<file path="src/sdsi_pkg.sv">
// Constants shared by the step/direction servo interface and its divider.
// Assumes a single 125 MHz clock and synchronous, active-high reset.
//
// What this block does
// - Count one step per rising step edge only.
// - Direction level chooses sign of each step.
// - Alarm output conducts only while alarm active.
// - In-position on while error below half degree, after self-test and not halted.
// - Zero-index output fires at encoder turn zero.
// - Red lamp once at power-up, then green.
// - Active alarm code readable by the host.
// - Code 0x10: one long flash, keep running.
// - Codes 0x12, 0x14, 0x15 halt the motor.
// - Long flash then low-digit short flashes, repeating.
// - Stall time before alarm set by register.
// - Gear: 32768 counts over 8192 pulses default.
package sdsi_pkg;
    localparam int unsigned CLK_HZ            = 125_000_000;
    localparam int unsigned TICK_TIME_US      = 1000;
    localparam int unsigned TICK_CYCLES       = CLK_HZ / 1_000_000 * TICK_TIME_US;
    localparam int unsigned ZERO_HOLD_US      = 10;
    localparam int unsigned ZERO_HOLD_CYCLES  = CLK_HZ / 1_000_000 * ZERO_HOLD_US;
    localparam int unsigned ENC_COUNTS_TURN   = 32768;
    localparam int unsigned ERR_LIMIT_MDEG    = 500;
    localparam int unsigned ERR_LIMIT_CNT     =
        ENC_COUNTS_TURN * ERR_LIMIT_MDEG / 360000;
    localparam logic [15:0] GEAR_NUM_RST      = 16'h8000;
    localparam logic [15:0] GEAR_DEN_RST      = 16'h2000;
    localparam logic [15:0] STALL_MS_RST      = 16'h01f4;
    localparam logic [15:0] SELFTEST_MS       = 16'h01f4;
    localparam logic [15:0] LONG_MS           = 16'h0320;
    localparam logic [15:0] SHORT_MS          = 16'h00c8;
    localparam logic [15:0] PAUSE_MS          = 16'h03e8;
    localparam logic [7:0]  REG_GEAR_NUM      = 8'h00;
    localparam logic [7:0]  REG_GEAR_DEN      = 8'h04;
    localparam logic [7:0]  REG_STALL_MS      = 8'h08;
    localparam logic [7:0]  REG_ALARM_CODE    = 8'h0c;
    localparam logic [7:0]  REG_FOLLOW_ERR    = 8'h10;
    localparam logic [7:0]  REG_IRQ_STATUS    = 8'h14;
    localparam logic [7:0]  REG_IRQ_CLEAR     = 8'h18;
    localparam logic [7:0]  REG_IRQ_ENABLE    = 8'h1c;
    localparam logic [7:0]  REG_ALARM_CLEAR   = 8'h20;
    localparam logic [7:0]  REG_TARGET_POS    = 8'h24;
    localparam logic [7:0]  ALM_NONE          = 8'h00;
    localparam logic [7:0]  ALM_BATTERY       = 8'h10;
    localparam logic [7:0]  ALM_OVERFLOW      = 8'h12;
    localparam logic [7:0]  ALM_STALL         = 8'h14;
    localparam logic [7:0]  ALM_OVERVOLT      = 8'h15;
    localparam int unsigned IRQ_ALARM_BIT     = 0;
    localparam int unsigned IRQ_INPOS_BIT     = 1;
    localparam int unsigned IRQ_ZERO_BIT      = 2;
    localparam int unsigned IRQ_W             = 3;

    typedef enum logic [2:0] {
        LED_SELFTEST = 3'b000,
        LED_NORMAL   = 3'b001,
        LED_LONG     = 3'b010,
        LED_OFF      = 3'b011,
        LED_SHORT    = 3'b100,
        LED_PAUSE    = 3'b101
    } sdsi_led_e;
endpackage

</file>
<file path="src/sdsi_gear_div.sv">
// Serial restoring divider that turns one step into geared encoder counts.
// Assumes start is a one-cycle pulse and the divisor is never zero.
`timescale 1ns/10ps
`default_nettype none
module sdsi_gear_div
    import sdsi_pkg::*;
#(
    parameter int unsigned DW = 17
) (
    // Clock and reset.
    input  wire logic          clk_i,
    input  wire logic          srst_i,
    // Request.
    input  wire logic          start_i,
    input  wire logic [DW-1:0] dividend_i,
    input  wire logic [15:0]   divisor_i,
    // Result.
    output logic               done_o,
    output logic [DW-1:0]      quot_o,
    output logic [15:0]        rem_o
);
    typedef struct packed {
        logic          busy;
        logic          done;
        logic [4:0]    cnt;
        logic [DW-1:0] q;
        logic [DW-1:0] r;
    } sdsi_div_s;

    sdsi_div_s s_q, s_d;
    logic [DW-1:0] shifted;

    if (DW < 17 || DW > 31) begin : g_chk
        $error("sdsi_gear_div: DW out of range");
    end

    always_comb begin
        s_d = s_q;
        s_d.done = 1'b0;
        shifted = {s_q.r[DW-2:0], s_q.q[DW-1]};
        if (start_i && !s_q.busy) begin
            s_d.busy = 1'b1;
            s_d.cnt = 5'(DW);
            s_d.q = dividend_i;
            s_d.r = '0;
        end else if (s_q.busy) begin
            s_d.q = {s_q.q[DW-2:0], 1'b0};
            if (shifted >= DW'(divisor_i)) begin
                s_d.r = shifted - DW'(divisor_i);
                s_d.q[0] = 1'b1;
            end else begin
                s_d.r = shifted;
            end
            s_d.cnt = s_q.cnt - 5'h01;
            if (s_q.cnt == 5'h01) begin
                s_d.busy = 1'b0;
                s_d.done = 1'b1;
            end
        end
    end

    always_ff @(posedge clk_i) begin
        if (srst_i) begin
            s_q <= '0;
        end else begin
            s_q <= s_d;
        end
    end

    assign done_o = s_q.done;
    assign quot_o = s_q.q;
    assign rem_o  = s_q.r[15:0];
endmodule // sdsi_gear_div
`default_nettype wire

</file>
<file path="src/sdsi_top.sv">
// Step/direction command front end, alarms, lamps and register port.
// Assumes step, direction and encoder inputs are synchronous to the clock.
`timescale 1ns/10ps
`default_nettype none
module sdsi_top
    import sdsi_pkg::*;
#(
    parameter int unsigned TICK_CNT  = TICK_CYCLES,
    parameter int unsigned ZERO_HOLD = ZERO_HOLD_CYCLES
) (
    // Clock and reset.
    input  wire logic        SYS_CLK_I,
    input  wire logic        SRST_I,
    // Command inputs from the motion controller.
    input  wire logic        STEP_PULSE_IN_I,
    input  wire logic        DIR_I,
    // Feedback and fault sources.
    input  wire logic [31:0] ENC_POS_I,
    input  wire logic        BATT_LOST_I,
    input  wire logic        OVERVOLT_I,
    // Register port.
    input  wire logic [7:0]  ADDR_I,
    input  wire logic [31:0] WDATA_I,
    input  wire logic        WR_I,
    input  wire logic        RD_I,
    output logic [31:0]      RDATA_O,
    // Open-collector outputs, pulled to output_common when enabled.
    output logic             ALARM_OUT_O,
    output logic             ALARM_OUT_OE_O,
    output logic             READY_IN_POSITION_OUT_O,
    output logic             READY_IN_POSITION_OUT_OE_O,
    output logic             ZERO_INDEX_OUT_O,
    output logic             ZERO_INDEX_OUT_OE_O,
    // Lamps, motor control and interrupt.
    output logic             LED_RED_O,
    output logic             LED_GREEN_O,
    output logic             MOTOR_HALT_O,
    output logic [31:0]      TARGET_POS_O,
    output logic             IRQ_O
);
    localparam int unsigned DW = 17;

    typedef struct packed {
        logic               step_prev;
        logic               pend;
        logic               dir_lat;
        logic               div_run;
        logic               div_dir;
        logic [15:0]        num;
        logic [15:0]        den;
        logic [15:0]        stall_ms;
        logic [15:0]        rem;
        logic signed [31:0] target;
        logic [14:0]        enc_prev;
        logic [11:0]        zi_cnt;
        logic [16:0]        tick_cnt;
        logic               tick;
        logic [15:0]        stall_cnt;
        logic               ovf;
        logic               stall;
        logic               ovv;
        logic               inpos;
        logic [7:0]         code;
        logic [IRQ_W-1:0]   irq_stat;
        logic [IRQ_W-1:0]   irq_en;
        logic [31:0]        rdata;
        sdsi_led_e          led;
        logic [15:0]        led_ms;
        logic [3:0]         flashes;
    } sdsi_top_s;

    sdsi_top_s          s_q, s_d;
    logic               div_start;
    logic [DW-1:0]      dividend;
    logic               div_done;
    logic [DW-1:0]      div_quot;
    logic [15:0]        div_rem;
    logic signed [31:0] err;
    logic [31:0]        err_abs;
    logic [32:0]        sum;
    logic               zero_cross;
    logic               halt;
    logic [7:0]         code_now;
    logic [IRQ_W-1:0]   irq_ev;

    if (TICK_CNT < 2 || TICK_CNT > 131072 || ZERO_HOLD < 1 ||
        ZERO_HOLD > 4095) begin : g_chk
        $error("sdsi_top: timing parameter out of range");
    end

    function automatic logic hit(input logic [7:0] a, input logic [7:0] r);
        return a == r;
    endfunction

    // Backward steps use the complement remainder so the fraction stays
    // in [0, den) and geared counts never drift with direction reversals.
    assign div_start = s_q.pend && !s_q.div_run && !halt;
    assign dividend  = s_q.dir_lat
        ? DW'(s_q.num) + DW'(s_q.rem)
        : DW'(s_q.num) + DW'(s_q.den - 16'h0001 - s_q.rem);

    sdsi_gear_div #(
        .DW(DW)
    ) u_div (
        .clk_i     (SYS_CLK_I),
        .srst_i    (SRST_I),
        .start_i   (div_start),
        .dividend_i(dividend),
        .divisor_i (s_q.den),
        .done_o    (div_done),
        .quot_o    (div_quot),
        .rem_o     (div_rem)
    );

    assign err     = s_q.target - $signed(ENC_POS_I);
    assign err_abs = err[31] ? 32'(-err) : 32'(err);
    assign halt    = s_q.ovf || s_q.stall || s_q.ovv;
    assign zero_cross =
        (s_q.enc_prev[14:13] == 2'b11 && ENC_POS_I[14:13] == 2'b00) ||
        (s_q.enc_prev[14:13] == 2'b00 && ENC_POS_I[14:13] == 2'b11);

    always_comb begin
        if (s_q.ovv) begin
            code_now = ALM_OVERVOLT;
        end else if (s_q.stall) begin
            code_now = ALM_STALL;
        end else if (s_q.ovf) begin
            code_now = ALM_OVERFLOW;
        end else if (BATT_LOST_I) begin
            code_now = ALM_BATTERY;
        end else begin
            code_now = ALM_NONE;
        end
    end

    always_comb begin
        s_d = s_q;
        sum = '0;
        irq_ev = '0;
        s_d.step_prev = STEP_PULSE_IN_I;
        s_d.enc_prev = ENC_POS_I[14:0];
        // Clearing first lets an alarm raised in the same cycle survive.
        if (WR_I && hit(ADDR_I, REG_ALARM_CLEAR) && WDATA_I[0]) begin
            s_d.ovf = 1'b0;
            s_d.stall = 1'b0;
            s_d.ovv = 1'b0;
            s_d.stall_cnt = '0;
        end
        // Step acceptance: a new edge sets the pending flag even if the
        // divider takes the previous one in the same cycle.
        if (div_start) begin
            s_d.pend = 1'b0;
            s_d.div_run = 1'b1;
            s_d.div_dir = s_q.dir_lat;
        end
        if (STEP_PULSE_IN_I && !s_q.step_prev) begin
            s_d.pend = 1'b1;
            s_d.dir_lat = DIR_I;
        end
        if (div_done) begin
            s_d.div_run = 1'b0;
            if (s_q.div_dir) begin
                sum = {s_q.target[31], s_q.target} + 33'(div_quot);
                s_d.rem = div_rem;
            end else begin
                sum = {s_q.target[31], s_q.target} - 33'(div_quot);
                s_d.rem = s_q.den - 16'h0001 - div_rem;
            end
            s_d.target = sum[31:0];
            if (sum[32] != sum[31]) begin
                s_d.ovf = 1'b1;
            end
        end
        // Millisecond tick shared by stall timing and lamp patterns.
        s_d.tick = 1'b0;
        if (s_q.tick_cnt == 17'(TICK_CNT - 1)) begin
            s_d.tick_cnt = '0;
            s_d.tick = 1'b1;
        end else begin
            s_d.tick_cnt = s_q.tick_cnt + 17'h00001;
        end
        // A stall time of zero disables stall detection.
        if (err_abs <= 32'(ERR_LIMIT_CNT) || halt) begin
            s_d.stall_cnt = '0;
        end else if (s_q.tick && s_q.stall_ms != 16'h0000) begin
            if (s_q.stall_cnt >= s_q.stall_ms - 16'h0001) begin
                s_d.stall = 1'b1;
            end else begin
                s_d.stall_cnt = s_q.stall_cnt + 16'h0001;
            end
        end
        if (OVERVOLT_I) begin
            s_d.ovv = 1'b1;
        end
        if (zero_cross) begin
            s_d.zi_cnt = 12'(ZERO_HOLD);
            irq_ev[IRQ_ZERO_BIT] = 1'b1;
        end else if (s_q.zi_cnt != 12'h000) begin
            s_d.zi_cnt = s_q.zi_cnt - 12'h001;
        end
        s_d.inpos = (s_q.led != LED_SELFTEST) && !halt &&
                    (err_abs <= 32'(ERR_LIMIT_CNT));
        if (s_d.inpos && !s_q.inpos) begin
            irq_ev[IRQ_INPOS_BIT] = 1'b1;
        end
        s_d.code = code_now;
        if (code_now != ALM_NONE && code_now != s_q.code) begin
            irq_ev[IRQ_ALARM_BIT] = 1'b1;
        end
        // Lamp sequencer.
        if (s_q.tick && s_q.led_ms != 16'h0000) begin
            s_d.led_ms = s_q.led_ms - 16'h0001;
        end
        case (s_q.led)
            LED_SELFTEST: begin
                if (s_q.led_ms == 16'h0000) begin
                    s_d.led = LED_NORMAL;
                end
            end
            LED_NORMAL: begin
                if (s_q.code != ALM_NONE) begin
                    s_d.led = LED_LONG;
                    s_d.led_ms = LONG_MS;
                    s_d.flashes = s_q.code[3:0];
                end
            end
            LED_LONG: begin
                if (s_q.led_ms == 16'h0000) begin
                    s_d.led = LED_OFF;
                    s_d.led_ms = SHORT_MS;
                end
            end
            LED_OFF: begin
                if (s_q.led_ms == 16'h0000) begin
                    if (s_q.flashes != 4'h0) begin
                        s_d.led = LED_SHORT;
                        s_d.led_ms = SHORT_MS;
                    end else begin
                        s_d.led = LED_PAUSE;
                        s_d.led_ms = PAUSE_MS;
                    end
                end
            end
            LED_SHORT: begin
                if (s_q.led_ms == 16'h0000) begin
                    s_d.led = LED_OFF;
                    s_d.led_ms = SHORT_MS;
                    s_d.flashes = s_q.flashes - 4'h1;
                end
            end
            LED_PAUSE: begin
                if (s_q.led_ms == 16'h0000) begin
                    s_d.led = LED_NORMAL;
                end
            end
            default: begin
                s_d.led = LED_NORMAL;
            end
        endcase
        // Register writes.
        if (WR_I) begin
            if (hit(ADDR_I, REG_GEAR_NUM)) begin
                s_d.num = WDATA_I[15:0];
            end
            // A zero denominator cannot divide, so such writes are dropped.
            if (hit(ADDR_I, REG_GEAR_DEN) && WDATA_I[15:0] != 16'h0000) begin
                s_d.den = WDATA_I[15:0];
                s_d.rem = '0;
            end
            if (hit(ADDR_I, REG_STALL_MS)) begin
                s_d.stall_ms = WDATA_I[15:0];
            end
            if (hit(ADDR_I, REG_IRQ_ENABLE)) begin
                s_d.irq_en = WDATA_I[IRQ_W-1:0];
            end
            if (hit(ADDR_I, REG_IRQ_CLEAR)) begin
                s_d.irq_stat = s_q.irq_stat & ~WDATA_I[IRQ_W-1:0];
            end
        end
        s_d.irq_stat = s_d.irq_stat | irq_ev;
        // Register reads, answered in the following cycle.
        s_d.rdata = '0;
        if (RD_I) begin
            case (ADDR_I)
                REG_GEAR_NUM:   s_d.rdata = {16'h0000, s_q.num};
                REG_GEAR_DEN:   s_d.rdata = {16'h0000, s_q.den};
                REG_STALL_MS:   s_d.rdata = {16'h0000, s_q.stall_ms};
                REG_ALARM_CODE: s_d.rdata = {24'h000000, s_q.code};
                REG_FOLLOW_ERR: s_d.rdata = 32'(err);
                REG_IRQ_STATUS: s_d.rdata = 32'(s_q.irq_stat);
                REG_IRQ_ENABLE: s_d.rdata = 32'(s_q.irq_en);
                REG_TARGET_POS: s_d.rdata = 32'(s_q.target);
                default:        s_d.rdata = '0;
            endcase
        end
    end

    always_ff @(posedge SYS_CLK_I) begin
        if (SRST_I) begin
            s_q          <= '0;
            s_q.num      <= GEAR_NUM_RST;
            s_q.den      <= GEAR_DEN_RST;
            s_q.stall_ms <= STALL_MS_RST;
            s_q.led      <= LED_SELFTEST;
            s_q.led_ms   <= SELFTEST_MS;
        end else begin
            s_q <= s_d;
        end
    end

    assign RDATA_O                    = s_q.rdata;
    assign ALARM_OUT_O                = 1'b0;
    assign ALARM_OUT_OE_O             = s_q.code != ALM_NONE;
    assign READY_IN_POSITION_OUT_O    = 1'b0;
    assign READY_IN_POSITION_OUT_OE_O = s_q.inpos;
    assign ZERO_INDEX_OUT_O           = 1'b0;
    assign ZERO_INDEX_OUT_OE_O        = s_q.zi_cnt != 12'h000;
    assign LED_RED_O   = s_q.led == LED_SELFTEST || s_q.led == LED_LONG ||
                         s_q.led == LED_SHORT;
    assign LED_GREEN_O = s_q.led != LED_SELFTEST;
    assign MOTOR_HALT_O = halt;
    assign TARGET_POS_O = s_q.target;
    assign IRQ_O        = |(s_q.irq_stat & s_q.irq_en);
endmodule // sdsi_top
`default_nettype wire
</file>
<file path="config.mk">
export PLATFORM = sky130hd
export DESIGN_NAME = sdsi_top
export DESIGN_NICKNAME = d
export VERILOG_FILES = /design/src/sdsi_pkg.sv /design/src/sdsi_gear_div.sv /design/src/sdsi_top.sv
export SDC_FILE = /design/constraint.sdc
export NUM_CORES = 1
export LEC_CHECK = 0
export BUFFER_PORTS_ARGS = -buffer_cell sky130_fd_sc_hd__buf_2
export CORE_AREA = 2 2 179 181
export DETAILED_ROUTE_END_ITERATION = 8
export DIE_AREA = 0 0 181 183
export PLACE_DENSITY = 0.84
export SYNTH_ARGS = -nofsm -noshare
export SYNTH_HDL_FRONTEND = slang
export SYNTH_SLANG_ARGS = --single-unit
</file>
<file path="constraint.sdc">
create_clock -name SYS_CLK_I -period 14.1 [get_ports SYS_CLK_I]
set_input_delay 2.82 -clock SYS_CLK_I [delete_from_list [all_inputs] [get_ports SYS_CLK_I]]
set_output_delay 2.82 -clock SYS_CLK_I [all_outputs]
set_load 0.03 [all_outputs]
</file>
==> results by group <==
Run status
  – Result of the run: finished, final reports clean

Yosys
  – Post-synth ARST share: 0%
  – Sequential share of the synthesized area: 25.86%
  – Yosys top cell area share: 25.86%
  – Synth Cell Area: 19,980 sq um
  – Post-synthesis cell type count: 98
  – Primary FF master, synth: dfxtp_1
  – Post-synth EDFFs: 0
  – Yosys top cell by area: dfxtp_1
  – Synth Register Bits: 258
  – Syn avg cell area: 7.671 sq um
  – Synth area leaders: dfxtp_1 26%, ha_1 9.5%, a21oi_1 5.5%
  – YS warnings: 0
  – Cells after Synth: 2,604

Floorplanning
  – Core Area: 31,230 sq um
  – Starting Density: 63.96%
  – Die Width: 181 microns
  – Die area: 33,120 sq um
  – I/O pin cnt: 154
  – Row Count: 65
  – Die height: 183 microns

Clock tree
  – CTS tree: yes
  – Number of CTS-inserted buffers: 30
  – # Post-CTS Setup Buffers: 0
  – CTS root buf: clkbuf_16
  – H-tree depth: 1
  – Clock sinks: 258
  – Worst-Skew Late Latency: 0.57 ns
  – Resize count post-CTS: 0
  – Reg clk slew, reported paths: 0.06 ns
  – Hold buffer count at cts: 0
  – CTS Buffer Depth: 3

Global route
  – Pin count of the biggest net entering global routing: 71
  – GR Util All Layers: 32.68%
  – Vias in the first global route: 18,090
  – First-pass GRT wire length: 89,760 microns
  – Total gr overflow: 0
  – Initial antenna violation count: 0

Pwr
  – Pleak: 0.008877 uW
  – Pwr/cell area: 102.0 nW/um^2
  – Max rail drop VDD: 0.09119 mV

Drt
  – Vias per cell: 6.302
  – Final WL: 55,560 microns
  – 1st-iter DRT viols: 1,616
  – Final ANT Viol Nets: 0
  – Wire length per cell: 18.21 microns
  – DRT Pass-1 Iters: 5
  – Drt drc: 0
  – Via count: 19,230

Final layout
  – Final-layout fill cell count: 2,589
  – Layout net count: 2,879
  – Layout cell share with drive strength beyond 1: 10.15%
  – Leading cell type in the layout, fill and taps excluded: nor2_1
  – Commonest non-fill, non-tap cells in the layout: 287 x nor2_1, 255 x dfxtp_1, 228 x nand2_1
  – Antenna Cells: 0
  – Syn-to-layout area delta: 7.874%
  – Final instance area: 21,550 sq um

Worst setup path
  – Largest fanout on the critical path: 17
  – Crit Path Class: input pin to flop
  – Startpoint types: input pin
  – CP startpoint: ENC_POS_I[0]
  – Worst reg2reg path startpoint: TARGET_POS_O[0]
  – Setup crit end kind: flop
  – Worst Path Arrival: 8.20 ns
  – Worst endpoint required time: 14.52 ns

Hold path
  – Worst Hold Class: flop to flop
  – Min-Delay Startpoint: s_q[90]

STA
  – Period minus WS final: 7.780 ns
  – Setup TNS: 0 ns
  – Final setup viols: 0
  – Skew final: 0.01686 ns
  – Max Fclk: 0.1285 GHz
  – Rel. slew slack: 12.14%
  – RSZ-0062 raised after global routing: no
  – Worst Max-Slew Pin Slew: 1.314 ns
  – Final Cycle Share: 55.18%
  – Final Slew Violations: 0
  – Final Hold Fails: 0

Placement
  – Gpl congestion: 0.9627
  – Cell Area, Placed: 20,410 sq um
  – Port buffer count: 134
  – Post-detail-place hpwl: 42,420 microns

Flow run
  – Max cap viols: 0
Yosys cell counts (all sizes together), types with 24 or more instances:
cell type	count
o211ai	24
mux2i	51
nand2b	33
a21oi	223
o21ai	110
xnor2	110
nand4	24
buf	84
a22oi	49
nor4	36
nand3	73
inv	191
a31oi	30
a211oi	40
clkbuf	80
or3	26
nand2	228
dfxtp	258
a21o	45
ha	152
nor2	295
nor3	80
xor2	62
worst paths after layout:
kind                  end  slack (ns)  depth (start not counted)
setup / recovery  s_q[71]        6.32                         16
hold reg to reg   s_q[90]        0.45                          1
hold / removal    s_q[90]        0.45                          1
setup reg to reg  s_q[71]        8.18                         16
power breakdown:
group / leakage, uW / switching, uW / internal, uW
Clock: 0.000546 / 330 / 551
Combinational: 0.00624 / 312 / 209
Sequential: 0.00209 / 35.7 / 759
Total: 0.00888 / 678 / 1520
metrics by stage:
| step | util (%) | std cells | total power, uW | setup WS [ns] | hold slack [ns] |
|---|---|---|---|---|---|
| floorplan | - | 2606 | 1209 | 7.210 | 0.4176 |
| global placement | 65.37 | 2995 | 1300 | 6.022 | 0.4267 |
| detailed placement | 65.37 | 2995 | 1321 | 5.873 | 0.4405 |
| CTS | 69.00 | 3051 | 2195 | 6.462 | 0.4491 |
| global route | 69.00 | 3051 | 2295 | 6.053 | 0.4786 |
| finish | 69.00 | 3051 | 2197 | 6.320 | 0.4462 |
kinds of logic (layout without fill, tap and decap cells):
family / count (synthesis) / after routing / synth area share, %
mux: 57 / 57 / 2.894
simple gates: 908 / 908 / 21.57
compound gates: 677 / 677 / 22.26
xor+xnor: 172 / 172 / 7.579
buf+inv: 357 / 400 / 8.093
flops: 258 / 258 / 25.86
other cells: 1 / 3 / 0.01877
fa+ha+maj: 174 / 174 / 11.73
layer usage:
layer / wire [microns] / GRT usage [%] / up-vias / part of all wire [%]
met4: 2626 / 13.95 / 0 / 4.7
li1: - / - / 9219 / -
met5: 0 / 0 / - / 0
met2: 24850 / 54.11 / 843 / 45
met1: 23380 / 43.26 / 9007 / 42
met3: 4697 / 4.011 / 157 / 8.5
flip-flops by register name, indices dropped and copies added (netlist names):
name                        flops
RDATA_O                        32
u_div.rem_o                    16
s_q                           153
READY_IN_POSITION_OUT_OE_O      1
TARGET_POS_O                   32
u_div.quot_o                   17
u_div.s_q                       6
u_div.done_o                    1
worst max-delay path, stage by stage:
cell       delay [ns]
buf_2            0.10
ha_1             0.21
fa_1             0.39
nand2b_1         0.21
a211oi_4         0.36
a21o_2           0.22
a211oi_1         0.10
or4_1            0.48
o2111ai_1        0.32
nand4_1          0.47
nor4_1           0.67
o21ai_0          0.17
a221oi_1         0.28
nand4_1          0.32
o31ai_4          0.92
o21ai_1          0.15
area by class of cell:
| class | instances | area [sq um] | area share, % |
|---|---|---|---|
| clock buffers | 38 | 842.1 | 3.908 |
| clock inverters | 18 | 291.5 | 1.353 |
| inverters | 193 | 724.4 | 3.362 |
| multi-input cells | 1991 | 13220 | 61.34 |
| flip-flops and latches | 258 | 5169 | 23.99 |
| well taps | 402 | 503.0 | 2.334 |
| repair buffers | 151 | 800.8 | 3.716 |
Note: power is estimated with default switching activity, not from simulation.
